--- src/conveyor_gating_defs.vh ---
// Constants of the conveyor gating sequencer: times, strap codes, register map.
// Assumes inclusion by bare name from the design files; holds definitions only.
`ifndef CONVEYOR_GATING_DEFS_VH
`define CONVEYOR_GATING_DEFS_VH

// ==================================================================
// Time base
`define CLK_PERIOD_NS    8
`define MS_NS            1000000
`define TICK_CNT_W       17

// ==================================================================
// Times in milliseconds
`define START_WIN_MS     10'h1f4
`define ARM_MS           12'hfa0
`define FILT_LONG_MS     12'h7d0
`define FILT_SHORT_MS    12'h3e8
`define END_MS           12'h064
`define TO_STD_MS        29'h000927c0
`define TO_EXT_MS        29'h15752a00

// ==================================================================
// Mode strap codes
`define STRAP_MODE1      2'h1
`define STRAP_MODE5      2'h2
`define STRAP_MODE6      2'h3

// ==================================================================
// Seven-segment patterns {g,f,e,d,c,b,a}
`define SEG_ONE          7'h06
`define SEG_FIVE         7'h6d
`define SEG_SIX          7'h7d
`define SEG_DASH         7'h40

// ==================================================================
// Register map, byte addresses
`define ADDR_W           8
`define REG_CTRL         8'h00
`define REG_STATUS       8'h04
`define REG_IRQ_STAT     8'h08
`define REG_IRQ_MASK     8'h0c
`define CTRL_BLANK_BIT   0
`define CTRL_RESTART_BIT 1
`define IRQ_W            4
`define IRQ_START_BIT    0
`define IRQ_END_BIT      1
`define IRQ_TRIP_BIT     2
`define IRQ_TIMEOUT_BIT  3
`define IRQ_MASK_RST     4'h0
`define BLANK_TOL_BEAMS  2'h1

`endif

--- src/ms_ticker.v ---
// Divider giving a one-cycle pulse once per millisecond.
// Assumes a single free-running clock; counts CYCLES clocks per pulse.
`timescale 1ns/1ps
`include "conveyor_gating_defs.vh"

module ms_ticker #(
    parameter CYCLES = 125000,
    parameter W      = `TICK_CNT_W
) (
    input  wire         mclk_i,
    input  wire         arst_n_i,
    output reg          tick_o
);

    reg  [W-1:0] cnt_q;

    always @(posedge mclk_i or negedge arst_n_i)
    begin
        if (!arst_n_i)
        begin
            cnt_q  <= {W{1'b0}};
            tick_o <= 1'b0;
        end
        else if (cnt_q == CYCLES[W-1:0] - {{(W-1){1'b0}}, 1'b1})
        begin
            cnt_q  <= {W{1'b0}};
            tick_o <= 1'b1;
        end
        else
        begin
            cnt_q  <= cnt_q + {{(W-1){1'b0}}, 1'b1};
            tick_o <= 1'b0;
        end
    end

endmodule

--- src/conveyor_gating_sequencer.v ---
// Gating sequencer of a light curtain receiver with an APB register slave.
// Assumes all pins synchronous to mclk_i and an APB master on the bus side.
//
// Function
// - Mode comes only from strap pins
// - Display selected mode number steadily
// - Ending gating takes 100 ms, less by a qualified stop
// - Bridge field clearing up to mode filter
// - Modes 1/6 start on antivalent change
// - Field must interrupt within 4 s
// - Qualified stop needs no field interruption
// - New antivalent change stops, later restarts
// - Mode 5 gates on request alone
// - Timeout 10 min, 100 h with hold
// - Scan filter, interlock always; qualified stop 1/6
// - Fixed blanking selectable, tolerance one beam
// - Mode 6 top beams trip outputs
// - Request removal ends gating within 100 ms
// - Request 4 s without field trips outputs
`timescale 1ns/1ps
`include "conveyor_gating_defs.vh"

module conveyor_gating_sequencer #(
    parameter TICK_CYCLES = `MS_NS / `CLK_PERIOD_NS
) (
    input  wire                 mclk_i,
    input  wire                 arst_n_i,
    input  wire                 psel_i,
    input  wire                 penable_i,
    input  wire                 pwrite_i,
    input  wire [`ADDR_W-1:0]   paddr_i,
    input  wire [31:0]          pwdata_i,
    output reg  [31:0]          prdata_o,
    output reg                  pready_o,
    output reg                  pslverr_o,
    input  wire [1:0]           mode_strap_i,
    input  wire                 switch_req_i,
    input  wire                 timeout_hold_i,
    input  wire                 field_interrupted_i,
    input  wire                 top_beams_interrupted_i,
    output reg                  safety_switch_outputs_o,
    output reg                  gating_on_indication_o,
    output reg                  restart_interlock_o,
    output reg                  multiscan_filter_o,
    output reg                  qualified_stop_en_o,
    output reg                  blanking_en_o,
    output reg  [1:0]           blank_tol_o,
    output reg  [6:0]           seg_o,
    output reg                  irq_o
);

    // ==================================================================
    // States
    localparam S_IDLE  = 6'h01;
    localparam S_ARMED = 6'h02;
    localparam S_GATE  = 6'h04;
    localparam S_CLEAR = 6'h08;
    localparam S_END   = 6'h10;
    localparam S_TRIP  = 6'h20;

    function [6:0] seg_digit;
        input [1:0] code;
        begin
            case (code)
                `STRAP_MODE1: seg_digit = `SEG_ONE;
                `STRAP_MODE5: seg_digit = `SEG_FIVE;
                `STRAP_MODE6: seg_digit = `SEG_SIX;
                default:      seg_digit = `SEG_DASH;
            endcase
        end
    endfunction

    // ==================================================================
    // Declarations
    wire                tick;
    reg  [1:0]          mode_q;
    reg                 strap_done_q;
    reg  [5:0]          state_q;
    reg  [5:0]          state_d;
    reg  [11:0]         ph_q;
    reg  [28:0]         to_q;
    reg                 ext_q;
    reg                 cs_prev_q;
    reg                 th_prev_q;
    reg  [9:0]          age_q [0:3];
    reg  [3:0]          vld_q;
    reg  [3:0]          edge_ev;
    reg  [3:0]          consume;
    reg                 blank_en_q;
    reg                 restart_q;
    reg  [`IRQ_W-1:0]   irq_stat_q;
    reg  [`IRQ_W-1:0]   irq_mask_q;
    reg  [`IRQ_W-1:0]   irq_ev;
    reg                 start_clr;
    reg  [31:0]         rdata;
    reg                 hit;
    wire                strap_ok;
    wire                qs_mode;
    wire                anti_on;
    wire                anti_off;
    wire                start_req;
    wire                active;
    wire                top_trip;
    wire [11:0]         filt_ms;
    wire [28:0]         to_lim;
    wire                apb_setup;
    wire                apb_wr;
    integer             i;

    ms_ticker #(
        .CYCLES (TICK_CYCLES),
        .W      (`TICK_CNT_W)
    ) u_ticker (
        .mclk_i   (mclk_i),
        .arst_n_i (arst_n_i),
        .tick_o   (tick)
    );

    // ==================================================================
    // Mode strap, caught once at the first edge after reset release
    // Later changes of the pins are ignored so a loose cable cannot switch modes
    always @(posedge mclk_i or negedge arst_n_i)
    begin
        if (!arst_n_i)
        begin
            mode_q       <= 2'h0;
            strap_done_q <= 1'b0;
        end
        else if (!strap_done_q)
        begin
            mode_q       <= mode_strap_i;
            strap_done_q <= 1'b1;
        end
    end

    assign strap_ok = strap_done_q && (mode_q != 2'h0);
    assign qs_mode  = (mode_q == `STRAP_MODE1) || (mode_q == `STRAP_MODE6);
    assign filt_ms  = (mode_q == `STRAP_MODE5) ? `FILT_SHORT_MS : `FILT_LONG_MS;
    assign to_lim   = ext_q ? `TO_EXT_MS : `TO_STD_MS;
    assign active   = (state_q == S_ARMED) || (state_q == S_GATE) ||
                      (state_q == S_CLEAR) || (state_q == S_END);
    assign top_trip = (mode_q == `STRAP_MODE6) && top_beams_interrupted_i;

    // ==================================================================
    // Edge trackers: 0 request rise, 1 hold fall, 2 request fall, 3 hold rise
    // Each edge stays usable for the pairing window, then is forgotten
    always @*
    begin
        edge_ev[0] = switch_req_i && !cs_prev_q;
        edge_ev[1] = !timeout_hold_i && th_prev_q;
        edge_ev[2] = !switch_req_i && cs_prev_q;
        edge_ev[3] = timeout_hold_i && !th_prev_q;
    end

    assign anti_on   = vld_q[0] && vld_q[1];
    assign anti_off  = qs_mode && vld_q[2] && vld_q[3];
    assign start_req = qs_mode ? anti_on : edge_ev[0];

    always @*
    begin
        consume = 4'h0;
        if (anti_on)
        begin
            consume[0] = 1'b1;
            consume[1] = 1'b1;
        end
        if (anti_off)
        begin
            consume[2] = 1'b1;
            consume[3] = 1'b1;
        end
    end

    always @(posedge mclk_i or negedge arst_n_i)
    begin
        if (!arst_n_i)
        begin
            // Hold idles high while the request idles low, so no false edge follows reset
            cs_prev_q <= 1'b0;
            th_prev_q <= 1'b1;
            vld_q     <= 4'h0;
            for (i = 0; i < 4; i = i + 1)
                age_q[i] <= 10'h000;
        end
        else
        begin
            cs_prev_q <= switch_req_i;
            th_prev_q <= timeout_hold_i;
            for (i = 0; i < 4; i = i + 1)
            begin
                if (edge_ev[i])
                begin
                    age_q[i] <= 10'h000;
                    vld_q[i] <= 1'b1;
                end
                else if (consume[i])
                    vld_q[i] <= 1'b0;
                else if (tick && vld_q[i])
                begin
                    if (age_q[i] >= `START_WIN_MS - 10'h001)
                        vld_q[i] <= 1'b0;
                    else
                        age_q[i] <= age_q[i] + 10'h001;
                end
            end
        end
    end

    // ==================================================================
    // Sequence state machine
    always @*
    begin
        state_d   = state_q;
        irq_ev    = {`IRQ_W{1'b0}};
        start_clr = 1'b0;
        case (state_q)
            S_IDLE:
            begin
                if (strap_ok && start_req)
                begin
                    state_d   = S_ARMED;
                    start_clr = 1'b1;
                    irq_ev[`IRQ_START_BIT] = 1'b1;
                end
            end
            S_ARMED:
            begin
                if (anti_off)
                    state_d = S_IDLE;
                else if (field_interrupted_i)
                    state_d = S_GATE;
                else if (!switch_req_i)
                    state_d = S_END;
                else if (ph_q >= `ARM_MS)
                    state_d = S_TRIP;
            end
            S_GATE:
            begin
                if (anti_off)
                    state_d = S_IDLE;
                else if (!switch_req_i)
                    state_d = S_END;
                else if (!field_interrupted_i)
                    state_d = S_CLEAR;
            end
            S_CLEAR:
            begin
                if (anti_off)
                    state_d = S_IDLE;
                else if (!switch_req_i)
                    state_d = S_END;
                else if (field_interrupted_i)
                    state_d = S_GATE;
                else if (ph_q >= filt_ms)
                    state_d = S_IDLE;
            end
            S_END:
            begin
                // Ends at the minimum time, which is also the maximum, unless a qualified stop (anti_off) ends it sooner
                if (anti_off || ph_q >= `END_MS)
                    state_d = S_IDLE;
            end
            S_TRIP:
            begin
                if (restart_q)
                    state_d = S_IDLE;
            end
            default:
                state_d = S_TRIP;
        endcase
        if (active && (top_trip || to_q >= to_lim))
            state_d = S_TRIP;
        if (active && to_q >= to_lim)
            irq_ev[`IRQ_TIMEOUT_BIT] = 1'b1;
        if (active && state_d == S_IDLE)
            irq_ev[`IRQ_END_BIT] = 1'b1;
        if (state_q != S_TRIP && state_d == S_TRIP)
            irq_ev[`IRQ_TRIP_BIT] = 1'b1;
    end

    always @(posedge mclk_i or negedge arst_n_i)
    begin
        if (!arst_n_i)
        begin
            state_q <= S_IDLE;
            ph_q    <= 12'h000;
            to_q    <= 29'h00000000;
            ext_q   <= 1'b0;
        end
        else
        begin
            state_q <= state_d;
            if (state_d != state_q)
                ph_q <= 12'h000;
            else if (tick && ph_q != 12'hfff)
                ph_q <= ph_q + 12'h001;
            if (start_clr)
            begin
                to_q  <= 29'h00000000;
                ext_q <= 1'b0;
            end
            else if (active)
            begin
                if (tick)
                    to_q <= to_q + 29'h00000001;
                if (edge_ev[3] && state_q != S_ARMED)
                    ext_q <= 1'b1;
            end
        end
    end

    // ==================================================================
    // Pin outputs, all registered
    always @(posedge mclk_i or negedge arst_n_i)
    begin
        if (!arst_n_i)
        begin
            safety_switch_outputs_o <= 1'b0;
            gating_on_indication_o  <= 1'b0;
            restart_interlock_o     <= 1'b0;
            multiscan_filter_o      <= 1'b0;
            qualified_stop_en_o     <= 1'b0;
            blanking_en_o           <= 1'b0;
            blank_tol_o             <= 2'h0;
            seg_o                   <= 7'h00;
            irq_o                   <= 1'b0;
        end
        else
        begin
            // Outputs other than seg_o, blank_tol_o and blanking_en_o stay off with a bad strap: no mode means no safe behaviour
            safety_switch_outputs_o <= strap_ok && state_q != S_TRIP && !top_trip &&
                                       (!field_interrupted_i || active);
            gating_on_indication_o  <= active;
            restart_interlock_o     <= strap_ok;
            multiscan_filter_o      <= strap_ok;
            qualified_stop_en_o     <= strap_ok && qs_mode;
            blanking_en_o           <= blank_en_q;
            blank_tol_o             <= `BLANK_TOL_BEAMS;
            seg_o                   <= strap_done_q ? seg_digit(mode_q) : `SEG_DASH;
            irq_o                   <= |(irq_stat_q & irq_mask_q);
        end
    end

    // ==================================================================
    // APB slave: data is latched in the setup cycle, so no wait states
    assign apb_setup = psel_i && !penable_i;
    assign apb_wr    = psel_i && penable_i && pready_o && pwrite_i && !pslverr_o;

    always @*
    begin
        rdata = 32'h00000000;
        hit   = 1'b1;
        case (paddr_i)
            `REG_CTRL:     rdata[`CTRL_BLANK_BIT] = blank_en_q;
            `REG_STATUS:   rdata[11:0] = {ext_q, !strap_ok, mode_q, state_q, 1'b0,
                                          safety_switch_outputs_o};
            `REG_IRQ_STAT: rdata[`IRQ_W-1:0] = irq_stat_q;
            `REG_IRQ_MASK: rdata[`IRQ_W-1:0] = irq_mask_q;
            default:       hit = 1'b0;
        endcase
    end

    always @(posedge mclk_i or negedge arst_n_i)
    begin
        if (!arst_n_i)
        begin
            prdata_o   <= 32'h00000000;
            pready_o   <= 1'b0;
            pslverr_o  <= 1'b0;
            blank_en_q <= 1'b0;
            restart_q  <= 1'b0;
            irq_stat_q <= {`IRQ_W{1'b0}};
            irq_mask_q <= `IRQ_MASK_RST;
        end
        else
        begin
            pready_o  <= apb_setup;
            pslverr_o <= apb_setup && !hit;
            prdata_o  <= (apb_setup && !pwrite_i) ? rdata : 32'h00000000;
            restart_q <= apb_wr && paddr_i == `REG_CTRL && pwdata_i[`CTRL_RESTART_BIT];
            if (apb_wr && paddr_i == `REG_CTRL)
                blank_en_q <= pwdata_i[`CTRL_BLANK_BIT];
            if (apb_wr && paddr_i == `REG_IRQ_MASK)
                irq_mask_q <= pwdata_i[`IRQ_W-1:0];
            // A new event wins over a clear in the same cycle
            if (apb_wr && paddr_i == `REG_IRQ_STAT)
                irq_stat_q <= (irq_stat_q & ~pwdata_i[`IRQ_W-1:0]) | irq_ev;
            else
                irq_stat_q <= irq_stat_q | irq_ev;
        end
    end

endmodule

--- config.mk ---
export PLATFORM = sky130hd
export DESIGN_NAME = conveyor_gating_sequencer
export DESIGN_NICKNAME = d
export VERILOG_FILES = /design/src/ms_ticker.v /design/src/conveyor_gating_sequencer.v
export VERILOG_INCLUDE_DIRS = /design/src
export SDC_FILE = /design/constraint.sdc
export NUM_CORES = 1
export LEC_CHECK = 0
export BUFFER_PORTS_ARGS = -buffer_cell sky130_fd_sc_hd__buf_2
export CORE_ASPECT_RATIO = 0.75
export CORE_MARGIN = 3
export CORE_UTILIZATION = 59
export DETAILED_ROUTE_END_ITERATION = 6
export GPL_TIMING_DRIVEN = 0
export PLACE_DENSITY = 0.81
export SLEW_MARGIN = 10
export SYNTH_ARGS = -nofsm -noshare
export SYNTH_HDL_FRONTEND = slang
export SYNTH_SLANG_ARGS = --single-unit
--- constraint.sdc ---
create_clock -name mclk_i -period 3.69 [get_ports mclk_i]
set_clock_uncertainty 0.05 [all_clocks]
set_input_delay 0.369 -clock mclk_i [delete_from_list [all_inputs] [get_ports mclk_i]]
set_output_delay 0.369 -clock mclk_i [all_outputs]
set_load 0.1 [all_outputs]
==> impl_metrics.py <==
metrics = {
    "clock_network": {
        "cts_resized": 0,
        "ctsRootBufferMaster": "clkbuf_16",
        "cts_hold_buf": 1,
        "cts_tree": "done",
        "cts_sinks": 149,
        "clockBufferDepth": 2,
        "h-tree-depth": 4,
        "clk_latency_ps": 430,
        "cts_made_buffers": 17,
        "clkTransAtPathRegs_ps": 60,
        "post_cts_buffers": 0,
    },
    "detailed_routing": {
        "wl_per_cell_um": 15.7,
        "drc": 0,
        "drt-initial-drc-count": 484,
        "vias_per_cell": 5.70,
        "drt_pass1_iterations": 5,
        "ant_nets": 0,
        "vias": 6169,
        "wl_mm": 17.0,
    },
    "placed_design": {
        "placed_area_mm2": 0.00869,
        "io_buffers": 49,
        "gp_congestion": 0.925,
        "hpwl_mm": 11.6,
        "pre_cts_slack_ps": 506,
    },
    "floorplan": {
        "start_util_pct": 61.5,
        "coreArea_mm2": 0.0132,
        "die_area_mm2": 0.0152,
        "ios": 101,
        "die_w_um": 141,
        "row_count": 36,
        "fp.dieH_um": 108,
    },
    "synthesis": {
        "synth_xor_area_share_pct": 8.85,
        "synth_most_common_cell": "dfrtp_1",
        "ys.flop_type": "dfrtp_1",
        "yosysSeqAreaShare_pct": 46.0,
        "yosys_register_bits": 149,
        "synth_common_cells": "dfrtp_1, nor2_1, nand2_1, xor2_1, nand3_1",
        "synth_edf_count": 0,
        "synth_top_family_by_area": "simple AND/OR/NAND/NOR gates",
        "synth_area_mm2": 0.00812,
        "synth_compound_area_share_pct": 7.94,
        "yosys-top-cells-area": "dfrtp_1, xor2_1, nor2_1, ha_1, xnor2_1",
        "yosys_warnings": 0,
        "synth_area_leader_cell": "dfrtp_1",
        "synthMuxAreaShare_pct": 2.11,
        "synth-simple-area-share_pct": 25.6,
        "yosysTopAreaCellShare_pct": 45.3,
        "synthCells": 809,
        "async_flop_share_pct": 100,
        "synthDistinctLibCells": 79,
        "yosys.area_share.adder_pct": 3.70,
        "syn_avg_cell_area_um2": 10.0,
    },
    "pwr": {
        "p_per_area_mw_per_mm2": 390,
        "seqPwrFrac_pct": 46.3,
        "peakVddDrop_uv": 346,
        "p_leak_uw": 0.00449,
        "pwr-share-clk_pct": 44.9,
        "p_int_uw": 2640,
        "total_power_uw": 3610,
        "p_sw_uw": 964,
        "sw_frac_of_total_pct": 26.7,
        "p_comb_share_pct": 8.8,
    },
    "setup_path": {
        "path_cells": "inv_1 > ha_1 > nand3_1 > nor4_1 > o311a_1 > nor3_1 > nor3_1 > clkbuf_1 > or4_1 > nor3_2",
        "worstPathRequired_ps": 3950,
        "critPathTopFamily": "simple AND/OR/NAND/NOR gates",
        "start_kind": "register",
        "cp_slowest_cell": "dfrtp_1",
        "crit_path_max_incr_delay_ps": 460,
        "cp_num_buf_inv": 2,
        "critPathKind": "register to register",
        "endpoint_kind": "register",
        "critPathMostFrequentCell": "nor3_1",
        "crit_fanout": 10,
        "worstPathArrival_ps": 3520,
    },
    "final_layout": {
        "area_delta_synth_final_pct": 14.1,
        "drive_gt1_share_pct": 19.1,
        "num-fill-cells": 987,
        "nNetsFinal": 974,
        "regArea_mm2": 0.00373,
        "multi_input_comb_area_mm2": 0.00400,
        "stdcell_area_mm2": 0.00926,
        "diodes": 0,
    },
    "global_route": {
        "antenna_found_initial": 0,
        "track_usage_pct": 23.4,
        "grt_max_degree": 87,
        "grt_overflow": 0,
        "grt_pass1_vias": 5851,
        "grt_pass1_wl_mm": 28.6,
    },
    "sta": {
        "rsz0062_at_grt": "no",
        "tns_ps": 0,
        "finalMaxSlewViolations": 0,
        "fin_crit_sh_pct": 88.2,
        "finalHoldViolations": 0,
        "tightest_slew_ps": 878,
        "slew_headroom_pct": 41.0,
        "period_minus_slack_ps": 3260,
        "setup_ws_ps": 434,
        "fmax_mhz": 307,
        "finalSetupViolCount": 0,
    },
    "min_path": {
        "worstHoldPathType": "input port to register",
    },
    "flow_run": {
        "cap_violations": 0,
    },
    "status": {
        "run_status": "completed",
    },
}
==> flip-flops by register name, indices dropped and copies added (netlist names), 2 cells and up <==
name,cells
mode_q,2
irq_mask_q,4
state_q,6
prdata_o,12
irq_stat_q,4
to_q,29
seg_o,5
age_q,40
u_ticker.cnt_q,17
ph_q,12
vld_q,4
==> worst paths after layout <==
kind / startpoint / to / slack [ps] / cells after the start
min in group asynchronous: arst_n_i / ph_q[7]$_DFFE_PN0P_ / 420 / 2
max in group asynchronous: arst_n_i / th_prev_q$_DFF_PN1_ / 2380 / 3
worst min register to register: blank_en_q$_DFFE_PN0P_ / blanking_en_o$_DFF_PN0_ / 360 / 0
worst min-delay path: timeout_hold_i / th_prev_q$_DFF_PN1_ / 20 / 1
worst max register to register: ext_q$_DFFE_PN0P_ / ph_q[4]$_DFFE_PN0P_ / 430 / 10
worst max-delay path: ext_q$_DFFE_PN0P_ / ph_q[4]$_DFFE_PN0P_ / 430 / 10
==> cell type report <==
class,count,area share [%]
sequential,149,40.3
tap,171,2.31
clock buffer,17,4.59
buffer,54,3.97
clock inverter,14,1.39
timing repair buffer,51,3.16
inverter,27,1.09
multi-input combinational,599,43.2
==> routing by layer <==
layer	share of wire (%)	global-route usage [%]	routed length, um	vias up
met3	6.5	5.15	1110	37
met5	0	0	0	-
met1	48	33.5	8070	2941
li1	-	-	-	2986
met4	2.2	8.97	381	0
met2	44	35.1	7420	205
==> stage by stage <==
step,util [%],cells,hold WS (ps)
2_1_floorplan,-,829,23.4
3_3_place_gp,65.6,1049,348
3_5_place_dp,65.9,1050,295
4_1_cts,70.1,1082,3.35
5_1_grt,70.2,1082,10.5
6_report,70.2,1082,20.0
==> cells in the final DEF, fill, tap and decap left out, types with 4 or more instances in the layout <==
cell type / instances
clkbuf_1: 16
dfrtp_1: 147
mux2i_1: 7
buf_4: 26
or4_1: 12
ha_1: 24
and2_1: 14
and3_2: 4
nand2b_1: 7
nand4_1: 23
or2_2: 4
a22oi_1: 4
nor3_1: 21
xnor2_1: 32
o21a_1: 4
or3_1: 9
conb_1: 22
nand3_1: 33
nor2_1: 103
nor3_2: 11
nand3b_1: 5
a21o_1: 4
a31o_2: 5
buf_6: 4
nor4_1: 10
buf_2: 51
mux2_2: 9
clkinv_4: 4
inv_1: 26
and4_1: 12
o21ai_0: 9
nand2_1: 58
nor2b_1: 10
clkbuf_16: 17
a31oi_1: 9
xor2_1: 50
and3_1: 17
a21oi_1: 13
==> cells by family (layout without fill, tap and decap cells) <==
logic type	after synthesis	after routing
XOR/XNOR	82	82
other	2	22
flip-flops	149	149
adder cells (fa/ha/maj)	24	24
AND/OR/NAND/NOR	375	375
AO/OA/AOI/OAI	80	80
buffers and inverters	81	163
multiplexers	16	16
==> power by group through the flow <==
stage / clock (uW) / combinational, uW / sequential (uW)
finish: 1620 / 318 / 1670
global route: 1720 / 338 / 1670
CTS: 1650 / 319 / 1670
detailed placement: 0 / 317 / 1700
global placement: 0 / 309 / 1700
floorplan: 0 / 199 / 1740
No activity file was read; power rests on OpenSTA's default activity.
